`src/logic/fcdo_pkg.sv`:
```
// Package for the flash clock divider and options block.
// Assumes a byte-wide register port and a 50 MHz bus clock.
package fcdo_pkg;
	// Register byte addresses
	localparam logic [3:0] FCDO_ADDR_DIV    = 4'h0;
	localparam logic [3:0] FCDO_ADDR_OPT    = 4'h1;
	localparam logic [3:0] FCDO_ADDR_CFG    = 4'h2;
	localparam logic [3:0] FCDO_ADDR_STAT   = 4'h3;
	localparam logic [3:0] FCDO_ADDR_MASK   = 4'h4;
	localparam logic [3:0] FCDO_ADDR_KEY0   = 4'h8;
	// Divider register fields
	localparam int         FCDO_DIV_LOADED  = 7;
	localparam int         FCDO_DIV_PRE8    = 6;
	localparam int         FCDO_DIV_VAL_W   = 6;
	localparam logic [7:0] FCDO_DIV_RESET   = 8'h00;
	localparam logic [2:0] FCDO_PRE_LAST    = 3'h7;
	// Options register fields
	localparam int         FCDO_OPT_BACKDOOR_ENABLE   = 7;
	localparam int         FCDO_OPT_NORED   = 6;
	localparam logic [7:0] FCDO_OPT_USED    = 8'hC3;
	localparam logic [7:0] FCDO_OPT_RESET   = 8'h03;
	localparam logic [1:0] FCDO_SEC_OPEN    = 2'h2;
	// Configuration register fields
	localparam int         FCDO_CFG_KEY_ACCESS_ENABLE  = 5;
	localparam logic [7:0] FCDO_CFG_USED    = 8'hE0;
	localparam logic [7:0] FCDO_CFG_RESET   = 8'h00;
	// Event status bits
	localparam int         FCDO_EV_ACCERR   = 0;
	localparam int         FCDO_EV_DONE     = 1;
	localparam int         FCDO_EV_UNLOCK   = 2;
	localparam int         FCDO_EV_W        = 3;
	localparam logic [2:0] FCDO_EV_RESET    = 3'h0;
	localparam int         FCDO_KEY_BYTES   = 8;
	localparam logic [3:0] FCDO_KEY_FULL    = 4'h8;

	typedef struct packed {
		logic [3:0] addr;
		logic [7:0] wdata;
		logic       wr;
		logic       rd;
		logic       from_debug;
		logic       from_secure;
	} fcdo_bus_t;

	typedef struct packed {
		logic       start;
		logic [7:0] pulses;
	} fcdo_cmd_t;

	// Only code 1:0 releases security
	function automatic logic fcdo_is_open(input logic [1:0] code);
		return code == FCDO_SEC_OPEN;
	endfunction : fcdo_is_open
endpackage : fcdo_pkg

```
`src/logic/fcdo_top.sv`:
```
// Flash clock divider, options, backdoor key and security gate.
// Assumes synchronous inputs on mclk, one-cycle strobes, read data a cycle later.
`timescale 1ns/1ps
module fcdo_top
	import fcdo_pkg::*;
(
	input  wire logic              mclk,
	input  wire logic              rstn,
	input  wire fcdo_pkg::fcdo_bus_t bus,
	output logic [7:0]             reg_rdata,
	input  wire logic [7:0]        nonvolatile_options_byte,
	input  wire logic [63:0]       stored_backdoor_key,
	input  wire fcdo_pkg::fcdo_cmd_t cmd,
	input  wire logic              blank_check_done,
	input  wire logic              blank_check_erased,
	input  wire logic              mem_req,
	input  wire logic              mem_from_unsecured,
	output logic                   mem_blocked,
	output logic                   flash_clk_tick,
	output logic                   prog_erase_enable,
	output logic                   op_busy,
	output logic                   secure,
	output logic                   backdoor_enable,
	output logic                   vector_redirect_disable,
	output logic                   irq
);
	import fcdo_pkg::*;

	logic [7:0]                flash_clock_divider;
	logic [7:0]                flash_options;
	logic                      opt_loaded;
	logic [1:0]                security_state_code;
	logic [7:0]                cfg;
	logic [FCDO_EV_W-1:0]      status;
	logic [FCDO_EV_W-1:0]      mask;
	logic [FCDO_EV_W-1:0]      ev_set;
	logic [FCDO_EV_W-1:0]      ev_clr;
	logic [2:0]                pre_cnt;
	logic [FCDO_DIV_VAL_W-1:0] div_cnt;
	logic                      pre_tick;
	logic                      next_tick;
	logic [7:0]                pulses_left;
	logic [3:0]                key_idx;
	logic                      key_ok;
	logic                      key_unlock;
	logic                      wr_div;
	logic                      wr_cfg;
	logic                      key_wr;
	logic                      divisor_loaded_flag;
	logic                      key_access_enable;

	assign divisor_loaded_flag = flash_clock_divider[FCDO_DIV_LOADED];
	assign key_access_enable   = cfg[FCDO_CFG_KEY_ACCESS_ENABLE];
	assign wr_div = bus.wr && bus.addr == FCDO_ADDR_DIV;
	assign wr_cfg = bus.wr && bus.addr == FCDO_ADDR_CFG;
	assign key_wr = bus.wr && bus.addr >= FCDO_ADDR_KEY0 && key_access_enable;

	always_ff @(posedge mclk or negedge rstn) begin
		if (!rstn) begin
			flash_clock_divider <= FCDO_DIV_RESET;
		end else if (wr_div && !divisor_loaded_flag) begin
			flash_clock_divider <= {1'b1, bus.wdata[6:0]};
		end
	end

	always_ff @(posedge mclk or negedge rstn) begin
		if (!rstn) begin
			opt_loaded    <= 1'b0;
			flash_options <= FCDO_OPT_RESET;
		end else if (!opt_loaded) begin
			opt_loaded    <= 1'b1;
			flash_options <= nonvolatile_options_byte & FCDO_OPT_USED;
		end
	end

	always_ff @(posedge mclk or negedge rstn) begin
		if (!rstn) begin
			security_state_code <= FCDO_OPT_RESET[1:0];
		end else if (!opt_loaded) begin
			security_state_code <= nonvolatile_options_byte[1:0];
		end else if (key_unlock || (blank_check_done && blank_check_erased)) begin
			security_state_code <= FCDO_SEC_OPEN;
		end
	end

	always_ff @(posedge mclk or negedge rstn) begin
		if (!rstn) begin
			cfg <= FCDO_CFG_RESET;
		end else if (wr_cfg) begin
			cfg <= bus.wdata & FCDO_CFG_USED;
		end
	end

	always_ff @(posedge mclk or negedge rstn) begin
		if (!rstn) begin
			key_idx <= 4'h0;
			key_ok  <= 1'b1;
		end else if (!key_access_enable) begin
			key_idx <= 4'h0;
			key_ok  <= 1'b1;
		end else if (key_wr && !bus.from_debug && bus.from_secure) begin
			if (key_idx < FCDO_KEY_FULL) begin
				key_idx <= key_idx + 4'h1;
			end
			if (bus.addr[2:0] != key_idx[2:0] || key_idx == FCDO_KEY_FULL
				|| bus.wdata != stored_backdoor_key[63 - 8*key_idx[2:0] -: 8]) begin
				key_ok <= 1'b0;
			end
		end
	end

	// Match takes effect when key access closes
	assign key_unlock = wr_cfg && key_access_enable && !bus.wdata[FCDO_CFG_KEY_ACCESS_ENABLE]
		&& key_ok && key_idx == FCDO_KEY_FULL && flash_options[FCDO_OPT_BACKDOOR_ENABLE];

	always_ff @(posedge mclk or negedge rstn) begin
		if (!rstn) begin
			pre_cnt <= 3'h0;
		end else begin
			pre_cnt <= pre_cnt + 3'h1;
		end
	end

	assign pre_tick = !flash_clock_divider[FCDO_DIV_PRE8] || pre_cnt == FCDO_PRE_LAST;

	always_ff @(posedge mclk or negedge rstn) begin
		if (!rstn) begin
			div_cnt <= '0;
		end else if (pre_tick) begin
			div_cnt <= next_tick ? '0 : div_cnt + 1'b1;
		end
	end

	assign next_tick = pre_tick && div_cnt == flash_clock_divider[FCDO_DIV_VAL_W-1:0];

	always_ff @(posedge mclk or negedge rstn) begin
		if (!rstn) begin
			flash_clk_tick <= 1'b0;
		end else begin
			flash_clk_tick <= next_tick;
		end
	end

	// Operation counted in whole flash clock pulses
	always_ff @(posedge mclk or negedge rstn) begin
		if (!rstn) begin
			op_busy     <= 1'b0;
			pulses_left <= 8'h00;
		end else if (!op_busy) begin
			if (cmd.start && divisor_loaded_flag && cmd.pulses != 8'h00) begin
				op_busy     <= 1'b1;
				pulses_left <= cmd.pulses;
			end
		end else if (flash_clk_tick) begin
			pulses_left <= pulses_left - 8'h01;
			if (pulses_left == 8'h01) begin
				op_busy <= 1'b0;
			end
		end
	end

	// Events; a set beats a clear in the same cycle
	always_comb begin
		ev_set = '0;
		ev_set[FCDO_EV_ACCERR] = cmd.start && !op_busy && !divisor_loaded_flag;
		ev_set[FCDO_EV_DONE]   = op_busy && flash_clk_tick && pulses_left == 8'h01;
		ev_set[FCDO_EV_UNLOCK] = key_unlock;
		ev_clr = (bus.wr && bus.addr == FCDO_ADDR_STAT) ? bus.wdata[FCDO_EV_W-1:0] : '0;
	end

	always_ff @(posedge mclk or negedge rstn) begin
		if (!rstn) begin
			status <= FCDO_EV_RESET;
		end else begin
			status <= (status & ~ev_clr) | ev_set;
		end
	end

	always_ff @(posedge mclk or negedge rstn) begin
		if (!rstn) begin
			mask <= FCDO_EV_RESET;
		end else if (bus.wr && bus.addr == FCDO_ADDR_MASK) begin
			mask <= bus.wdata[FCDO_EV_W-1:0];
		end
	end

	// Lags status by one cycle to keep the output registered
	always_ff @(posedge mclk or negedge rstn) begin
		if (!rstn) begin
			irq <= 1'b0;
		end else begin
			irq <= |(status & mask);
		end
	end

	always_ff @(posedge mclk or negedge rstn) begin
		if (!rstn) begin
			secure                  <= 1'b1;
			mem_blocked             <= 1'b0;
			prog_erase_enable       <= 1'b0;
			backdoor_enable         <= 1'b0;
			vector_redirect_disable <= 1'b0;
		end else begin
			secure                  <= !fcdo_is_open(security_state_code);
			mem_blocked             <= mem_req && mem_from_unsecured
				&& !fcdo_is_open(security_state_code);
			prog_erase_enable       <= divisor_loaded_flag;
			backdoor_enable         <= flash_options[FCDO_OPT_BACKDOOR_ENABLE];
			vector_redirect_disable <= flash_options[FCDO_OPT_NORED];
		end
	end

	// Read port; unmapped and key addresses read zero
	always_ff @(posedge mclk or negedge rstn) begin
		if (!rstn) begin
			reg_rdata <= 8'h00;
		end else if (bus.rd) begin
			unique case (bus.addr)
				FCDO_ADDR_DIV:  reg_rdata <= flash_clock_divider;
				FCDO_ADDR_OPT:  reg_rdata <= {flash_options[7:2] & 6'h30,
					security_state_code};
				FCDO_ADDR_CFG:  reg_rdata <= cfg;
				FCDO_ADDR_STAT: reg_rdata <= {5'h00, status};
				FCDO_ADDR_MASK: reg_rdata <= {5'h00, mask};
				default:        reg_rdata <= 8'h00;
			endcase
		end else begin
			reg_rdata <= 8'h00;
		end
	end

	AST_DIV_ONCE: assert property (@(posedge mclk) disable iff (!rstn)
		divisor_loaded_flag && wr_div |=> $stable(flash_clock_divider))
		else $error("divider changed after first write");

	AST_LOADED_SET: assert property (@(posedge mclk) disable iff (!rstn)
		!divisor_loaded_flag && wr_div |=> divisor_loaded_flag
			&& flash_clock_divider[6:0] == $past(bus.wdata[6:0]))
		else $error("first divider write not taken");

	AST_CMD_REFUSED: assert property (@(posedge mclk) disable iff (!rstn)
		cmd.start && !op_busy && !divisor_loaded_flag |=> !op_busy
			&& status[FCDO_EV_ACCERR])
		else $error("command before divider load not refused");

	// Tick must come from a period already run with the prescaler on
	AST_PRESCALE: assert property (@(posedge mclk) disable iff (!rstn)
		flash_clk_tick && flash_clock_divider[FCDO_DIV_PRE8]
			&& $past(flash_clock_divider[FCDO_DIV_PRE8]) |=> !flash_clk_tick [*7])
		else $error("prescaled tick too early");

	AST_DIV_ZERO: assert property (@(posedge mclk) disable iff (!rstn)
		flash_clk_tick && flash_clock_divider[6:0] == 7'h00 |=> flash_clk_tick)
		else $error("divide by one missed a tick");

	AST_OPT_RO: assert property (@(posedge mclk) disable iff (!rstn)
		opt_loaded && bus.rd && bus.addr == FCDO_ADDR_OPT |=> reg_rdata[5:2] == 4'h0
			&& reg_rdata[7:6] == flash_options[7:6])
		else $error("options read wrong");

	AST_BLOCK: assert property (@(posedge mclk) disable iff (!rstn)
		mem_req && mem_from_unsecured && secure && $stable(security_state_code)
			|=> mem_blocked)
		else $error("unsecured access not blocked");

	AST_NO_BACKDOOR_ENABLE: assert property (@(posedge mclk) disable iff (!rstn)
		opt_loaded && !flash_options[FCDO_OPT_BACKDOOR_ENABLE] && !blank_check_done
			|=> $stable(security_state_code))
		else $error("security released with backdoor disabled");

	AST_DEBUG_KEY: assert property (@(posedge mclk) disable iff (!rstn)
		key_wr && bus.from_debug && key_access_enable |=> $stable(key_idx))
		else $error("debug key write accepted");

	AST_OP_DONE: assert property (@(posedge mclk) disable iff (!rstn)
		op_busy && flash_clk_tick && pulses_left == 8'h01 |=> !op_busy
			&& status[FCDO_EV_DONE])
		else $error("operation did not end on last pulse");

	AST_CMD_TAKEN: assert property (@(posedge mclk) disable iff (!rstn)
		cmd.start && !op_busy && divisor_loaded_flag && cmd.pulses != 8'h00 |=> op_busy)
		else $error("accepted command did not start");

	AST_NO_OP_UNLOADED: assert property (@(posedge mclk) disable iff (!rstn)
		!divisor_loaded_flag |-> !op_busy)
		else $error("operation running before divider load");

	AST_PE_ENABLE: assert property (@(posedge mclk) disable iff (!rstn)
		divisor_loaded_flag |=> prog_erase_enable)
		else $error("program and erase not enabled after load");

	AST_PULSE_HOLD: assert property (@(posedge mclk) disable iff (!rstn)
		op_busy && !flash_clk_tick |=> $stable(pulses_left))
		else $error("pulse count moved without a flash clock tick");

	AST_OPT_LOAD: assert property (@(posedge mclk) disable iff (!rstn)
		!opt_loaded |=> flash_options
			== ($past(nonvolatile_options_byte) & FCDO_OPT_USED))
		else $error("options byte not loaded after reset");

	AST_SEC_DECODE: assert property (@(posedge mclk) disable iff (!rstn)
		opt_loaded |=> secure == ($past(security_state_code) != FCDO_SEC_OPEN))
		else $error("security code decoded wrong");

	AST_UNSEC_FREE: assert property (@(posedge mclk) disable iff (!rstn)
		mem_req && !mem_from_unsecured |=> !mem_blocked)
		else $error("secure source access blocked");

	AST_KEY_OPEN: assert property (@(posedge mclk) disable iff (!rstn)
		key_unlock |=> security_state_code == FCDO_SEC_OPEN)
		else $error("key match did not release security");

	AST_BLANK_OPEN: assert property (@(posedge mclk) disable iff (!rstn)
		opt_loaded && blank_check_done && blank_check_erased
			|=> security_state_code == FCDO_SEC_OPEN)
		else $error("blank flash did not release security");
endmodule : fcdo_top

```
`config.mk`:
```
export PLATFORM = sky130hd
export DESIGN_NAME = fcdo_top
export DESIGN_NICKNAME = d
export VERILOG_FILES = /design/src/logic/fcdo_pkg.sv /design/src/logic/fcdo_top.sv
export SDC_FILE = /design/constraint.sdc
export NUM_CORES = 1
export LEC_CHECK = 0
export BUFFER_PORTS_ARGS = -buffer_cell sky130_fd_sc_hd__clkbuf_2
export CORE_MARGIN = 1.5
export CORE_UTILIZATION = 50
export CTS_BUF_LIST = sky130_fd_sc_hd__clkbuf_8
export DETAILED_ROUTE_END_ITERATION = 6
export PLACE_DENSITY = 0.8
export SLEW_MARGIN = 20
export SYNTH_ARGS = -nofsm -noshare
export SYNTH_HDL_FRONTEND = slang
export SYNTH_SLANG_ARGS = --single-unit
```
`constraint.sdc`:
```
create_clock -name mclk -period 2.07 [get_ports mclk]
set_input_delay 0.1035 -clock mclk [delete_from_list [all_inputs] [get_ports mclk]]
set_output_delay 0.1035 -clock mclk [all_outputs]
set_load 0.005 [all_outputs]
```
==> run summary <==
Status = complete, but fails checks
Failing checks = DRC
Overall Global Routing Usage = 24.12%
Pwr Density = 775.0 nW/um^2
CTS sink count = 60
Setup TNS = 0 ps
Reg2Reg Setup Slack = 190 ps
1st-iter DRT viols = 179
Synth Warn # = 0
Syn Std Cell Area = 3372 sq um
Worst Skew = 4.184 ps
Leakage power = 2.055 nW
Number of synthesized flops with an enable pin = 0
Skew-Pair Late Insertion Delay = 340 ps
Detailed-route vias per instance = 5.716
PortBufs = 114
Reg area = 1506 sq um
Total wire length = 8113 microns
Drc violations = 4
CP delay by family, top = multiplexers
Starting Density = 52.50%
Via count = 2984
Number of max-cap violations = 0
Antenna Violating Nets Remaining = 0
CP bufs+invs = 1
Crit-path max cell delay = 520 ps
Number of antenna violations at the first check in global routing = 0
Drt pass-1 iters = 6
Max-slew violation count = 0
Dpl hpwl = 6165 microns
Post-synthesis async set-or-reset flop share = 100.0%
Largest fanout on the critical path = 12
Chip width = 85.12 microns
Ys flop type = dfrtp_1
Std-Cell Rows = 29
Syn nets = 418
Total die area = 7245 sq um
Fin crit period = 1879 ps
Netlist cell types = 48
CTS H-Tree Depth = 3
VDD IR max = 0.3247 mV
Global placement routability congestion = 0.8497
HP Class = input port to register
Avg Inst Size Synth = 10.91 sq um
Filler cell count = 496
Routed len/inst = 15.54 microns
Synth Register Bits = 60
Power Total = 0.003349 W
Die Ht = 85.12 microns
Core area = 6422 sq um
Setup crit start kind = register
Multi-input logic area = 1775 sq um
Period Utilization, post-route = 90.79%
Area delta synth->final = 28.16%
Final Hold Viols = 0
Max Freq = 0.5321 GHz
Final hold slack = 24.26 ps
Final core utilization = 67.29%
Setup crit end kind = register
NumNets Final = 550
Mapped Cells = 309
CTS tree = yes
CTS root buf = clkbuf_8
First-pass GRT wire length = 13530 microns
Vias in the first global route = 3015
I/O pin cnt = 119
Bufs on Longest Clock Path = 2
CTS Buf Count = 9
Clock transition at path regs = 70 ps
CP max-delay cell = mux4_2
Number of setup violations in the final report = 0
Critical path required time = 2330 ps
RSZ-0062 raised after global routing = no
Layout cell share with drive strength beyond 1 = 38.88%
Largest net degree at the start of global routing = 32
# diodes = 0
CP cell instances = buf_12 -> mux4_2 -> mux2i_1 -> xor2_1 -> nand4_1 -> o31ai_2
Critical path class = register to register
Total grt overflow = 0
Register area share after synthesis = 44.68%
Worst Path Arrival = 2140 ps
## layout make-up
cell class              count  share of cell area [%]
well taps                  77                   2.229
clock buffers               9                   2.866
multi-input cells         229                   41.08
clock inverters             6                  0.7817
inverters                   8                  0.6948
flip-flops and latches     60                   34.86
repair buffers            133                   17.49
## path summary, 6_finish.rpt
kind | from | endpoint | cells after the start
worst min-delay path | bus[8] | flash_clock_divider[4]$_DFFE_PN0P_ | 2
worst max register to register | key_idx[0]$_DFFE_PN0P_ | key_ok$_DFFE_PN1P_ | 6
worst max-delay path | key_idx[0]$_DFFE_PN0P_ | key_ok$_DFFE_PN1P_ | 6
min in group asynchronous | rstn | irq$_DFF_PN0_ | 3
max in group asynchronous | rstn | key_ok$_DFFE_PN1P_ | 3
worst min register to register | flash_options[6]$_DFFE_PN0N_ | vector_redirect_disable$_DFF_PN0_ | 0
## power breakdown
part	internal, W	switching (W)
combinational	0.000459	0.000456
sequential	0.00136	0.000206
clock	0.000415	0.000450
total	0.00224	0.00111
## flip-flops by register name (all words and copies together), names as in the netlist
name and count:
opt_loaded 1, vector_redirect_disable 1, key_ok 1, mask 3
status 3, prog_erase_enable 1, flash_clock_divider 8, security_state_code 2
backdoor_enable 1, key_idx 4, secure 1, div_cnt 6
mem_blocked 1, reg_rdata 8, pre_cnt 3, pulses_left 8
flash_options 2, op_busy 1, flash_clk_tick 1, cfg 3
irq 1
## layer usage
| layer | wire length [microns] | global-route usage (%) |
|---|---|---|
| met1 | 3169 | 28.40 |
| met3 | 533 | 6.420 |
| met2 | 4255 | 41.63 |
| met5 | 0 | 0 |
| met4 | 155 | 10.28 |
## cell families after synthesis
| family | Yosys count | synth area share, % |
|---|---|---|
| other | 1 | 0.1112 |
| DFF | 60 | 44.68 |
| buffers and inverters | 20 | 2.671 |
| and+or+nand+nor | 100 | 14.92 |
| muxes | 47 | 19.11 |
| xor gates and xnor gates | 19 | 4.935 |
| AOI/OAI and AO/OA | 56 | 11.35 |
| adders and majority gates | 6 | 2.226 |
## cells in the mapped netlist, drive strengths merged (2+ instances only)
cell type,instances,area [sq um]
a211oi,6,45.04
a21boi,2,15.01
xor2,13,113.9
o2bb2ai,3,26.28
mux2i,19,190.2
nand2,28,105.1
a21o,2,15.01
o21ai,10,50.05
dfstp,4,105.1
a31oi,5,31.28
nor2b,7,43.79
xnor2,6,52.55
nand2b,5,31.28
and3,5,31.28
a22oi,3,22.52
or4,3,22.52
inv,8,30.03
a21oi,11,55.05
ha,6,75.07
dfrtp,56,1401
and2,4,25.02
nor2,25,93.84
mux4,12,274.0
nand4,4,25.02
o22a,4,35.03
nor4,5,31.28
buf,8,45.04
nand4b,4,35.03
clkbuf,4,15.01
a41oi,3,26.28
mux2,16,180.2
nor3,5,25.02
## cells in the final DEF (no fill, tap or decap), types with 5 or more instances in the layout
cell,n
clkbuf_2,114
nand2_1,28
nand2b_1,5
nor2_1,25
a31oi_1,5
mux2_2,16
a21oi_1,11
xnor2_1,6
clkbuf_8,9
nor4_1,5
buf_4,10
xor2_1,13
nor3_1,5
o21ai_0,10
dlygate4sd3_1,7
ha_1,6
a211oi_1,6
inv_1,9
mux2i_1,19
mux4_2,11
and3_1,5
nor2b_1,7
dfrtp_1,56
## stage by stage
step | std cells | setup WS (ps) | area, sq um
finish | 522 | 190.5 | 4322
floorplan | 309 | 298.4 | 3372
CTS | 522 | 177.8 | 4322
global route | 522 | 58.57 | 4322
detailed placement | 500 | 196.8 | 4094
global placement | 500 | 246.5 | 4094
## what timing repair did
item                                   CTS  global route
endpoints found under the hold margin   61             0
setup buffers                            0             0
hold buffers                             7             0
resized for setup                        0             0
(Power assumes the default switching activity.)
